**src/srx_pkg.sv**
```systemverilog
`default_nettype none
package srx_pkg;
  // ==========================================================
  // register map
  localparam logic [11:0] CTRL_OFFSET = 12'h000;
  localparam logic [11:0] STATUS_OFFSET = 12'h004;
  localparam int ADDR_W = 12;
  localparam int DATA_W = 32;
  // ==========================================================
  // control fields
  localparam int CTRL_LOCK_LSB = 0;
  localparam int LOCK_W = 8;
  localparam logic [7:0] CTRL_LOCK_RESET = 8'h10;
  // ==========================================================
  // status fields
  localparam int ST_MASTER = 0;
  localparam int ST_LOCKED = 1;
  localparam int ST_ASI = 2;
  localparam int ST_RATE_SD = 3;
  localparam int ST_RECLOCK = 4;
  localparam int ST_VPE = 5;
  localparam int ST_CD_LOST = 6;
  localparam int ST_LUMA_ANC = 7;
  localparam int ST_MODE_LSB = 8;
  localparam int ST_MODE_MSB = 9;
  // ==========================================================
  // synchronised pin vector positions
  localparam int SYNC_W = 9;
  localparam int SY_MASTER = 0;
  localparam int SY_ASYNC = 1;
  localparam int SY_RATE = 2;
  localparam int SY_RECLOCK = 3;
  localparam int SY_VPE = 4;
  localparam int SY_INSEL = 5;
  localparam int SY_BUSW = 6;
  localparam int SY_CD_A = 7;
  localparam int SY_CD_B = 8;
  // ==========================================================
  // operating modes and lock states
  typedef enum logic [1:0] {
    SRX_MODE_DATA,
    SRX_MODE_VIDEO,
    SRX_MODE_ASI
  } srx_mode_e;
  typedef enum logic {
    SRX_SEARCH,
    SRX_LOCKED
  } srx_lock_e;
endpackage
`default_nettype wire

```
**src/srx_mode_status.sv**
```systemverilog
`timescale 1ns/1ps
`default_nettype none
module srx_mode_status #(
  parameter int LOCK_CNT_W = srx_pkg::LOCK_W
) (
  // clock and reset
  input wire logic pclk,
  input wire logic presetn,
  // apb slave
  input wire logic psel,
  input wire logic penable,
  input wire logic pwrite,
  input wire logic [srx_pkg::ADDR_W-1:0] paddr,
  input wire logic [srx_pkg::DATA_W-1:0] pwdata,
  output logic [srx_pkg::DATA_W-1:0] prdata,
  output logic pready,
  output logic pslverr,
  // plain mode inputs
  input wire logic master_select,
  input wire logic input_select,
  input wire logic bus_width_select,
  input wire logic carrier_detect_a,
  input wire logic carrier_detect_b,
  // two-way mode pins
  input wire logic async_stream_mode_in,
  output logic async_stream_mode_out,
  output logic async_stream_mode_oe,
  input wire logic rate_select_in,
  output logic rate_select_out,
  output logic rate_select_oe,
  input wire logic reclock_select_in,
  output logic reclock_select_out,
  output logic reclock_select_oe,
  input wire logic video_processing_enable_in,
  output logic video_processing_enable_out,
  output logic video_processing_enable_oe,
  // serial inputs
  input wire logic serial_in_a,
  input wire logic serial_in_b,
  // detector results from the datapath
  input wire logic det_compliant,
  input wire logic det_hd,
  input wire logic det_asi,
  input wire logic anc_luma,
  input wire logic anc_chroma,
  // datapath controls and status
  output logic serial_sel,
  output logic loop_reclock,
  output logic asi_decode_en,
  output logic video_proc_en,
  output logic out_mute,
  output logic lock_flag,
  output logic luma_anc_flag
);
  initial
  begin
    if (LOCK_CNT_W < 1 || LOCK_CNT_W > srx_pkg::LOCK_W)
    begin
      $error("srx_mode_status: LOCK_CNT_W out of range");
    end
  end

  // ==========================================================
  // pin synchronisation
  logic [srx_pkg::SYNC_W-1:0] pins_raw;
  logic [srx_pkg::SYNC_W-1:0] pins_s;

  assign pins_raw = {carrier_detect_b, carrier_detect_a, bus_width_select, input_select,
                     video_processing_enable_in, reclock_select_in, rate_select_in,
                     async_stream_mode_in, master_select};

  srx_sync #(.WIDTH(srx_pkg::SYNC_W)) u_sync (
    .pclk(pclk),
    .presetn(presetn),
    .async_in(pins_raw),
    .sync_out(pins_s)
  );

  logic master_s;
  logic cd_sel_s;
  assign master_s = pins_s[srx_pkg::SY_MASTER];
  assign cd_sel_s = pins_s[srx_pkg::SY_INSEL] ? pins_s[srx_pkg::SY_CD_A]
                                             : pins_s[srx_pkg::SY_CD_B];

  function automatic srx_pkg::srx_mode_e slave_mode(input logic async_m, input logic rate_m,
                                                    input logic vpe_m);
    if (async_m && rate_m && !vpe_m)
    begin
      slave_mode = srx_pkg::SRX_MODE_ASI;
    end
    else if (vpe_m && !async_m)
    begin
      slave_mode = srx_pkg::SRX_MODE_VIDEO;
    end
    else
    begin
      slave_mode = srx_pkg::SRX_MODE_DATA;
    end
  endfunction

  // ==========================================================
  // control register
  logic [srx_pkg::LOCK_W-1:0] ctrl_lock_reg;
  logic apb_access;
  logic apb_done;
  assign apb_access = psel && penable && !pready;
  // a write lands on the edge that completes the transfer, never before pready is seen
  assign apb_done = psel && penable && pready;

  always_ff @(posedge pclk or negedge presetn)
  begin
    if (!presetn)
    begin
      ctrl_lock_reg <= srx_pkg::CTRL_LOCK_RESET;
    end
    else if (apb_done && pwrite && paddr == srx_pkg::CTRL_OFFSET)
    begin
      ctrl_lock_reg <= pwdata[srx_pkg::CTRL_LOCK_LSB +: srx_pkg::LOCK_W];
    end
  end

  // ==========================================================
  // operating mode
  srx_pkg::srx_mode_e mode_reg;
  srx_pkg::srx_mode_e mode_next;
  srx_pkg::srx_lock_e lock_reg;
  logic asi_seen_reg;
  logic sd_seen_reg;

  always_comb
  begin
    if (master_s)
    begin
      mode_next = asi_seen_reg ? srx_pkg::SRX_MODE_ASI : srx_pkg::SRX_MODE_VIDEO;
    end
    else
    begin
      // pin codes other than the video and ASI ones fall to data-through; reclocking still follows the reclock pin
      mode_next = slave_mode(pins_s[srx_pkg::SY_ASYNC], pins_s[srx_pkg::SY_RATE],
                             pins_s[srx_pkg::SY_VPE]);
    end
  end

  always_ff @(posedge pclk or negedge presetn)
  begin
    if (!presetn)
    begin
      mode_reg <= srx_pkg::SRX_MODE_DATA;
    end
    else
    begin
      mode_reg <= mode_next;
    end
  end

  // ==========================================================
  // lock search
  logic [srx_pkg::LOCK_W-1:0] lock_cnt_reg;
  logic rate_match;
  logic good;

  // in slave mode a stream of the wrong rate never locks; the controller resets on rate change
  assign rate_match = master_s || (det_hd == !pins_s[srx_pkg::SY_RATE]);
  always_comb
  begin
    case (mode_next)
      srx_pkg::SRX_MODE_VIDEO: good = det_compliant && !det_asi && rate_match;
      srx_pkg::SRX_MODE_ASI: good = det_compliant && det_asi && rate_match;
      default: good = master_s && det_compliant;
    endcase
    if (cd_sel_s)
    begin
      good = 1'b0;
    end
  end

  always_ff @(posedge pclk or negedge presetn)
  begin
    if (!presetn)
    begin
      lock_reg <= srx_pkg::SRX_SEARCH;
      lock_cnt_reg <= '0;
    end
    else
    begin
      case (lock_reg)
        srx_pkg::SRX_SEARCH:
        begin
          if (!good)
          begin
            lock_cnt_reg <= '0;
          end
          else if (lock_cnt_reg + 8'h01 >= ctrl_lock_reg)
          begin
            lock_reg <= srx_pkg::SRX_LOCKED;
            lock_cnt_reg <= '0;
          end
          else
          begin
            lock_cnt_reg <= lock_cnt_reg + 8'h01;
          end
        end
        srx_pkg::SRX_LOCKED:
        begin
          if (!good)
          begin
            lock_reg <= srx_pkg::SRX_SEARCH;
          end
        end
        default: lock_reg <= srx_pkg::SRX_SEARCH;
      endcase
    end
  end

  // stream type as detected, held while the stream is not compliant or the carrier is lost
  always_ff @(posedge pclk or negedge presetn)
  begin
    if (!presetn)
    begin
      asi_seen_reg <= 1'b0;
      sd_seen_reg <= 1'b0;
    end
    else if (det_compliant && !cd_sel_s)
    begin
      asi_seen_reg <= det_asi;
      sd_seen_reg <= !det_hd;
    end
  end

  logic locked;
  assign locked = (lock_reg == srx_pkg::SRX_LOCKED);

  // ==========================================================
  // mode pins: direction and driven values
  always_ff @(posedge pclk or negedge presetn)
  begin
    if (!presetn)
    begin
      async_stream_mode_oe <= 1'b0;
      rate_select_oe <= 1'b0;
      reclock_select_oe <= 1'b0;
      video_processing_enable_oe <= 1'b0;
      async_stream_mode_out <= 1'b0;
      rate_select_out <= 1'b0;
      reclock_select_out <= 1'b0;
      video_processing_enable_out <= 1'b0;
    end
    else
    begin
      async_stream_mode_oe <= master_s;
      rate_select_oe <= master_s;
      reclock_select_oe <= master_s;
      video_processing_enable_oe <= master_s;
      async_stream_mode_out <= locked && asi_seen_reg;
      rate_select_out <= sd_seen_reg;
      reclock_select_out <= locked;
      video_processing_enable_out <= locked && !asi_seen_reg;
    end
  end

  // ==========================================================
  // datapath controls and status flags
  logic rate_sd;
  assign rate_sd = master_s ? sd_seen_reg : pins_s[srx_pkg::SY_RATE];

  always_ff @(posedge pclk or negedge presetn)
  begin
    if (!presetn)
    begin
      serial_sel <= 1'b0;
      loop_reclock <= 1'b0;
      asi_decode_en <= 1'b0;
      video_proc_en <= 1'b0;
      out_mute <= 1'b0;
      lock_flag <= 1'b0;
    end
    else
    begin
      serial_sel <= pins_s[srx_pkg::SY_INSEL] ? serial_in_a : serial_in_b;
      loop_reclock <= master_s ? locked : pins_s[srx_pkg::SY_RECLOCK];
      // async low in slave leaves ASI mode out of reach, so no alignment or decode
      asi_decode_en <= (mode_next == srx_pkg::SRX_MODE_ASI) && (!master_s || locked);
      video_proc_en <= (mode_next == srx_pkg::SRX_MODE_VIDEO);
      out_mute <= cd_sel_s;
      lock_flag <= locked && !cd_sel_s && (mode_next != srx_pkg::SRX_MODE_DATA);
    end
  end

  always_ff @(posedge pclk or negedge presetn)
  begin
    if (!presetn)
    begin
      luma_anc_flag <= 1'b0;
    end
    else if (!locked || cd_sel_s || mode_next != srx_pkg::SRX_MODE_VIDEO)
    begin
      luma_anc_flag <= 1'b0;
    end
    else if (!rate_sd || pins_s[srx_pkg::SY_BUSW])
    begin
      luma_anc_flag <= anc_luma;
    end
    else
    begin
      luma_anc_flag <= anc_luma || anc_chroma;
    end
  end

  // ==========================================================
  // apb read path; one wait state on every access
  logic [srx_pkg::DATA_W-1:0] status_word;
  always_comb
  begin
    status_word = '0;
    status_word[srx_pkg::ST_MASTER] = master_s;
    status_word[srx_pkg::ST_LOCKED] = lock_flag;
    status_word[srx_pkg::ST_ASI] = asi_decode_en;
    status_word[srx_pkg::ST_RATE_SD] = rate_sd;
    status_word[srx_pkg::ST_RECLOCK] = loop_reclock;
    status_word[srx_pkg::ST_VPE] = video_proc_en;
    status_word[srx_pkg::ST_CD_LOST] = out_mute;
    status_word[srx_pkg::ST_LUMA_ANC] = luma_anc_flag;
    status_word[srx_pkg::ST_MODE_MSB:srx_pkg::ST_MODE_LSB] = mode_reg;
  end

  always_ff @(posedge pclk or negedge presetn)
  begin
    if (!presetn)
    begin
      pready <= 1'b0;
      prdata <= '0;
      pslverr <= 1'b0;
    end
    else
    begin
      pready <= apb_access;
      pslverr <= apb_access && paddr != srx_pkg::CTRL_OFFSET && paddr != srx_pkg::STATUS_OFFSET;
      if (apb_access && !pwrite && paddr == srx_pkg::CTRL_OFFSET)
      begin
        prdata <= {{(srx_pkg::DATA_W-srx_pkg::LOCK_W){1'b0}}, ctrl_lock_reg};
      end
      else if (apb_access && !pwrite && paddr == srx_pkg::STATUS_OFFSET)
      begin
        prdata <= status_word;
      end
      else
      begin
        prdata <= '0;
      end
    end
  end
endmodule
`default_nettype wire

```
**src/srx_sync.sv**
```systemverilog
`timescale 1ns/1ps
`default_nettype none
module srx_sync #(
  parameter int WIDTH = 1
) (
  // clock and reset
  input wire logic pclk,
  input wire logic presetn,
  // levels
  input wire logic [WIDTH-1:0] async_in,
  output logic [WIDTH-1:0] sync_out
);
  logic [WIDTH-1:0] stage1_reg;

  initial
  begin
    if (WIDTH < 1)
    begin
      $error("srx_sync: WIDTH must be at least 1");
    end
  end

  // stage1 is read only by the second flop; nothing else may look at it
  always_ff @(posedge pclk or negedge presetn)
  begin
    if (!presetn)
    begin
      stage1_reg <= '0;
      sync_out <= '0;
    end
    else
    begin
      stage1_reg <= async_in;
      sync_out <= stage1_reg;
    end
  end
endmodule
`default_nettype wire

```
**config.mk**
```make
export PLATFORM = sky130hd
export DESIGN_NAME = srx_mode_status
export DESIGN_NICKNAME = d
export VERILOG_FILES = /design/src/srx_pkg.sv /design/src/srx_mode_status.sv /design/src/srx_sync.sv
export SDC_FILE = /design/constraint.sdc
export NUM_CORES = 1
export LEC_CHECK = 0
export ABC_AREA = 1
export BUFFER_PORTS_ARGS = -buffer_cell sky130_fd_sc_hd__buf_2
export CAP_MARGIN = 30
export CORE_MARGIN = 3
export CORE_UTILIZATION = 48
export CTS_BUF_LIST = sky130_fd_sc_hd__clkbuf_16
export DETAILED_ROUTE_END_ITERATION = 6
export PLACE_DENSITY_LB_ADDON = 0.2
export SETUP_SLACK_MARGIN = 0.4
export SYNTH_ARGS = -nofsm -noshare
export SYNTH_HDL_FRONTEND = slang
export SYNTH_HIERARCHICAL = 1
export SYNTH_SLANG_ARGS = --single-unit
export TNS_END_PERCENT = 1
```
**constraint.sdc**
```tcl
create_clock -name pclk -period 2.4 [get_ports pclk]
set_clock_uncertainty 0.05 [all_clocks]
set_input_delay 0.24 -clock pclk [delete_from_list [all_inputs] [get_ports pclk]]
set_output_delay 0.24 -clock pclk [all_outputs]
set_load 0.01 [all_outputs]
```
==> reports/summary.txt <==
Met1 demand-to-capacity share in global routing = 21.93%
Ratio of final minimum period to clock period = 82.12%
Outcome = finished clean
Leakage power total = 2.020 nW
Worst endpoint required time = 2560 ps
WL/cell = 11.87 µm
N_diodes = 0
Critical Path AT = 2130 ps
Proportion of synthesized chip area in sequential cells = 54.83%
DRC viols = 0
Total global routing track utilization = 17.28%
Number of vias after detailed routing = 2149
Clock tree root driver cell = sky130_fd_sc_hd__clkbuf_16
TritonCTS Sinks = 63
Pin count of the biggest net entering global routing = 25
Core Box Area = 5642 µm²
Relative area change from synthesis to final layout = 29.91%
Flip-flop count of the largest register, all copies and words added = 10
Final weighted congestion in routability-driven placement = 0.8240
Antenna-violating nets left = 0
Post-synth design cell area = 2878 µm²
Number of antenna violations at the first check in global routing = 0
Number of instances in the synthesized netlist = 305
Power per standard cell area = 692.6 nW/µm²
CTS tree = yes
Met3 GRT Util = 6.250%
Chip width = 83.43 µm
Post-layout utilization of the core = 66.27%
Number of core rows = 27
Classification of the worst-slack hold path = in -> reg
Final worst hold slack = 70.81 ps
Setup TNS = 0 ps
Max-slew headroom at the worst pin = 61.39%
Minimum period implied by the final worst setup slack = 1971 ps
CTS Buffer Depth = 2
Ratio of routed vias to standard cells = 4.543
Total power = 2.589 mW
Vertical extent of the die = 83.43 µm
M2 GR Usage = 26.82%
Setup repair after global routing missed its margin = yes
Number of top-level pins = 114
Fraction of layout cells with a size suffix above 1 = 30.42%
Vias in the first global route = 2052
Final Setup Violations = 0
Post-Route WL = 5.613 mm
Full die area = 6961 µm²
First-pass GRT wire length = 9.501 mm
Final count of pins violating max slew = 0
Total number of yosys warnings = 6
Initial core utilization = 51.01%
Total congestion overflow = 0
Tightest Pin Transition = 574.8 ps
Net count reported at finish = 473
Number of buffers created by CTS = 9
Detailed placement HPWL = 3.964 mm
Deepest level of the CTS H-tree = 3
Count of final hold-check violations = 0
GR peak layer = met2
Clk Latency, worst-skew pair = 320 ps
IO Port Bufs = 67
Worst-path maximum fanout = 5
Type of element launching the critical path = register
Clock slew at reported path FFs = 60 ps
Avg Inst Size Synth = 9.435 µm²
Number of optimization iterations in the first detailed-route pass = 4
Violation count after the first detailed-route iteration = 58
Worst setup path category = reg -> reg
Worst VDD drop = 458.5 µV
Element type at the critical path end = register
Achievable Freq = 507.4 MHz
Synth Register Bits = 63
Max-cap violation count = 0
Number of distinct library cells after synthesis = 27
==> cell usage after synthesis, drive strengths merged <==
cell    count  area share (%)
buf        26             6.9
nor4        2            0.96
nand2      66             8.8
xor2        4             1.2
ha         12             5.2
nor3        2            0.35
nand3      15             3.0
dfstp       1            0.91
o21ai      21             4.7
nor2       24             3.2
xnor2       1            0.30
conb        1            0.13
inv        49             6.4
clkbuf      2            0.26
a21oi       6             1.2
dfrtp      62              54
o21bai      1            0.26
o21a        1            0.26
nand4       8             1.7
a21boi      1            0.26
==> critical path: stages (launching register included) <==
cell and delay (ps):
sky130_fd_sc_hd__dfrtp_2 440, sky130_fd_sc_hd__ha_4 180, sky130_fd_sc_hd__nand2_1 70, sky130_fd_sc_hd__nor2_1 100, sky130_fd_sc_hd__nand2_1 70, sky130_fd_sc_hd__xor2_1 150
sky130_fd_sc_hd__ha_1 290, sky130_fd_sc_hd__nand2_2 90, sky130_fd_sc_hd__o21ai_4 220, sky130_fd_sc_hd__a21oi_4 70, sky130_fd_sc_hd__nand3_1 80, sky130_fd_sc_hd__nand2_1 50
==> report_power, final <==
part           internal, mW  total, mW  switching [mW]
Clock                 0.803       1.26           0.458
Sequential             1.11       1.13          0.0252
Combinational        0.0781      0.197           0.119
==> path summary, 6_finish.rpt <==
kind,start,end,slack (ps),cells past startpoint
min,serial_in_a,serial_sel$_DFF_PN0_,70,3
max reg2reg,lock_cnt_reg[0]$_DFFE_PN0N_,lock_cnt_reg[7]$_DFFE_PN0N_,430,11
min reg2reg,u_sync/stage1_reg[8]$_DFF_PN0_,u_sync/sync_out[8]$_DFF_PN0_,300,0
max,lock_cnt_reg[0]$_DFFE_PN0N_,lock_cnt_reg[7]$_DFFE_PN0N_,430,11
min in group asynchronous,presetn,prdata[1]$_DFF_PN0_,360,2
max in group asynchronous,presetn,u_sync/sync_out[0]$_DFF_PN0_,1240,3
==> what timing repair did <==
action	CTS	global route
buffers inserted	0	5
hold buffers	10	0
pin swaps	1	2
gates cloned	1	0
endpoints found under the setup margin	9	9
endpoints found under the hold margin	28	0
resized for setup	11	11
==> metal layers <==
metal / vias up / part of all wire (%)
met5: - / 0
met4: 0 / 1.3
met2: 65 / 49
met3: 6 / 7.3
li1: 1089 / -
met1: 989 / 42
==> cell type report <==
cell class | count | area (µm²)
clock inverter | 7 | 72.57
tap | 72 | 90.09
fill | 441 | 1903
timing repair buffer | 86 | 503.0
clock buffer | 9 | 225.2
inverter | 49 | 183.9
multi-input combinational | 187 | 1080
sequential | 63 | 1584
==> through the flow <==
stage	std cells	area, µm²	setup slack (ps)
final	473	3739	429.1
after global placement	441	3206	253.1
after detailed placement	441	3206	215.1
after global routing	473	3739	298.5
after CTS	468	3652	399.1
after floorplan	326	2957	500.4
==> cells in the final DEF, fill, tap and decap left out <==
cell type                        n
sky130_fd_sc_hd__buf_2          67
sky130_fd_sc_hd__nand2_1        63
sky130_fd_sc_hd__dfrtp_1        57
sky130_fd_sc_hd__inv_1          49
sky130_fd_sc_hd__conb_1         22
sky130_fd_sc_hd__nor2_1         21
sky130_fd_sc_hd__nand3_1        13
sky130_fd_sc_hd__o21ai_0        12
sky130_fd_sc_hd__ha_1           11
sky130_fd_sc_hd__dlygate4sd3_1  10
sky130_fd_sc_hd__clkbuf_16       9
sky130_fd_sc_hd__buf_4           9
sky130_fd_sc_hd__nand4_1         8
sky130_fd_sc_hd__o21ai_2         8
sky130_fd_sc_hd__dfrtp_2         5
sky130_fd_sc_hd__a21oi_1         4
sky130_fd_sc_hd__xor2_1          3
sky130_fd_sc_hd__nand2_2         3
sky130_fd_sc_hd__nand3_4         2
sky130_fd_sc_hd__nor2_2          2
sky130_fd_sc_hd__nor3_1          2
sky130_fd_sc_hd__a21oi_4         2
sky130_fd_sc_hd__clkinv_4        2
sky130_fd_sc_hd__o21bai_1        1
sky130_fd_sc_hd__nor4_1          1
sky130_fd_sc_hd__nor4_4          1
sky130_fd_sc_hd__inv_2           1
sky130_fd_sc_hd__o21a_1          1
sky130_fd_sc_hd__xor2_2          1
sky130_fd_sc_hd__xnor2_2         1
sky130_fd_sc_hd__a21boi_0        1
sky130_fd_sc_hd__nor2_4          1
sky130_fd_sc_hd__a21oi_2         1
sky130_fd_sc_hd__o21ai_4         1
sky130_fd_sc_hd__ha_4            1
sky130_fd_sc_hd__clkinv_2        1
sky130_fd_sc_hd__inv_6           1
sky130_fd_sc_hd__bufinv_16       1
sky130_fd_sc_hd__clkinvlp_4      1
sky130_fd_sc_hd__dfstp_2         1
==> cell families (layout without fill, tap and decap cells) <==
logic type,after synthesis,in the layout,synth area share (%)
AO/OA/AOI/OAI,30,31,6.652
XOR/XNOR,5,5,1.522
adder cells (fa/ha/maj),12,12,5.217
buffers and inverters,77,151,13.57
flip-flops,63,63,54.83
other,1,22,0.1303
AND/OR/NAND/NOR,117,117,18.09
Power figures use the tool's default switching activity.
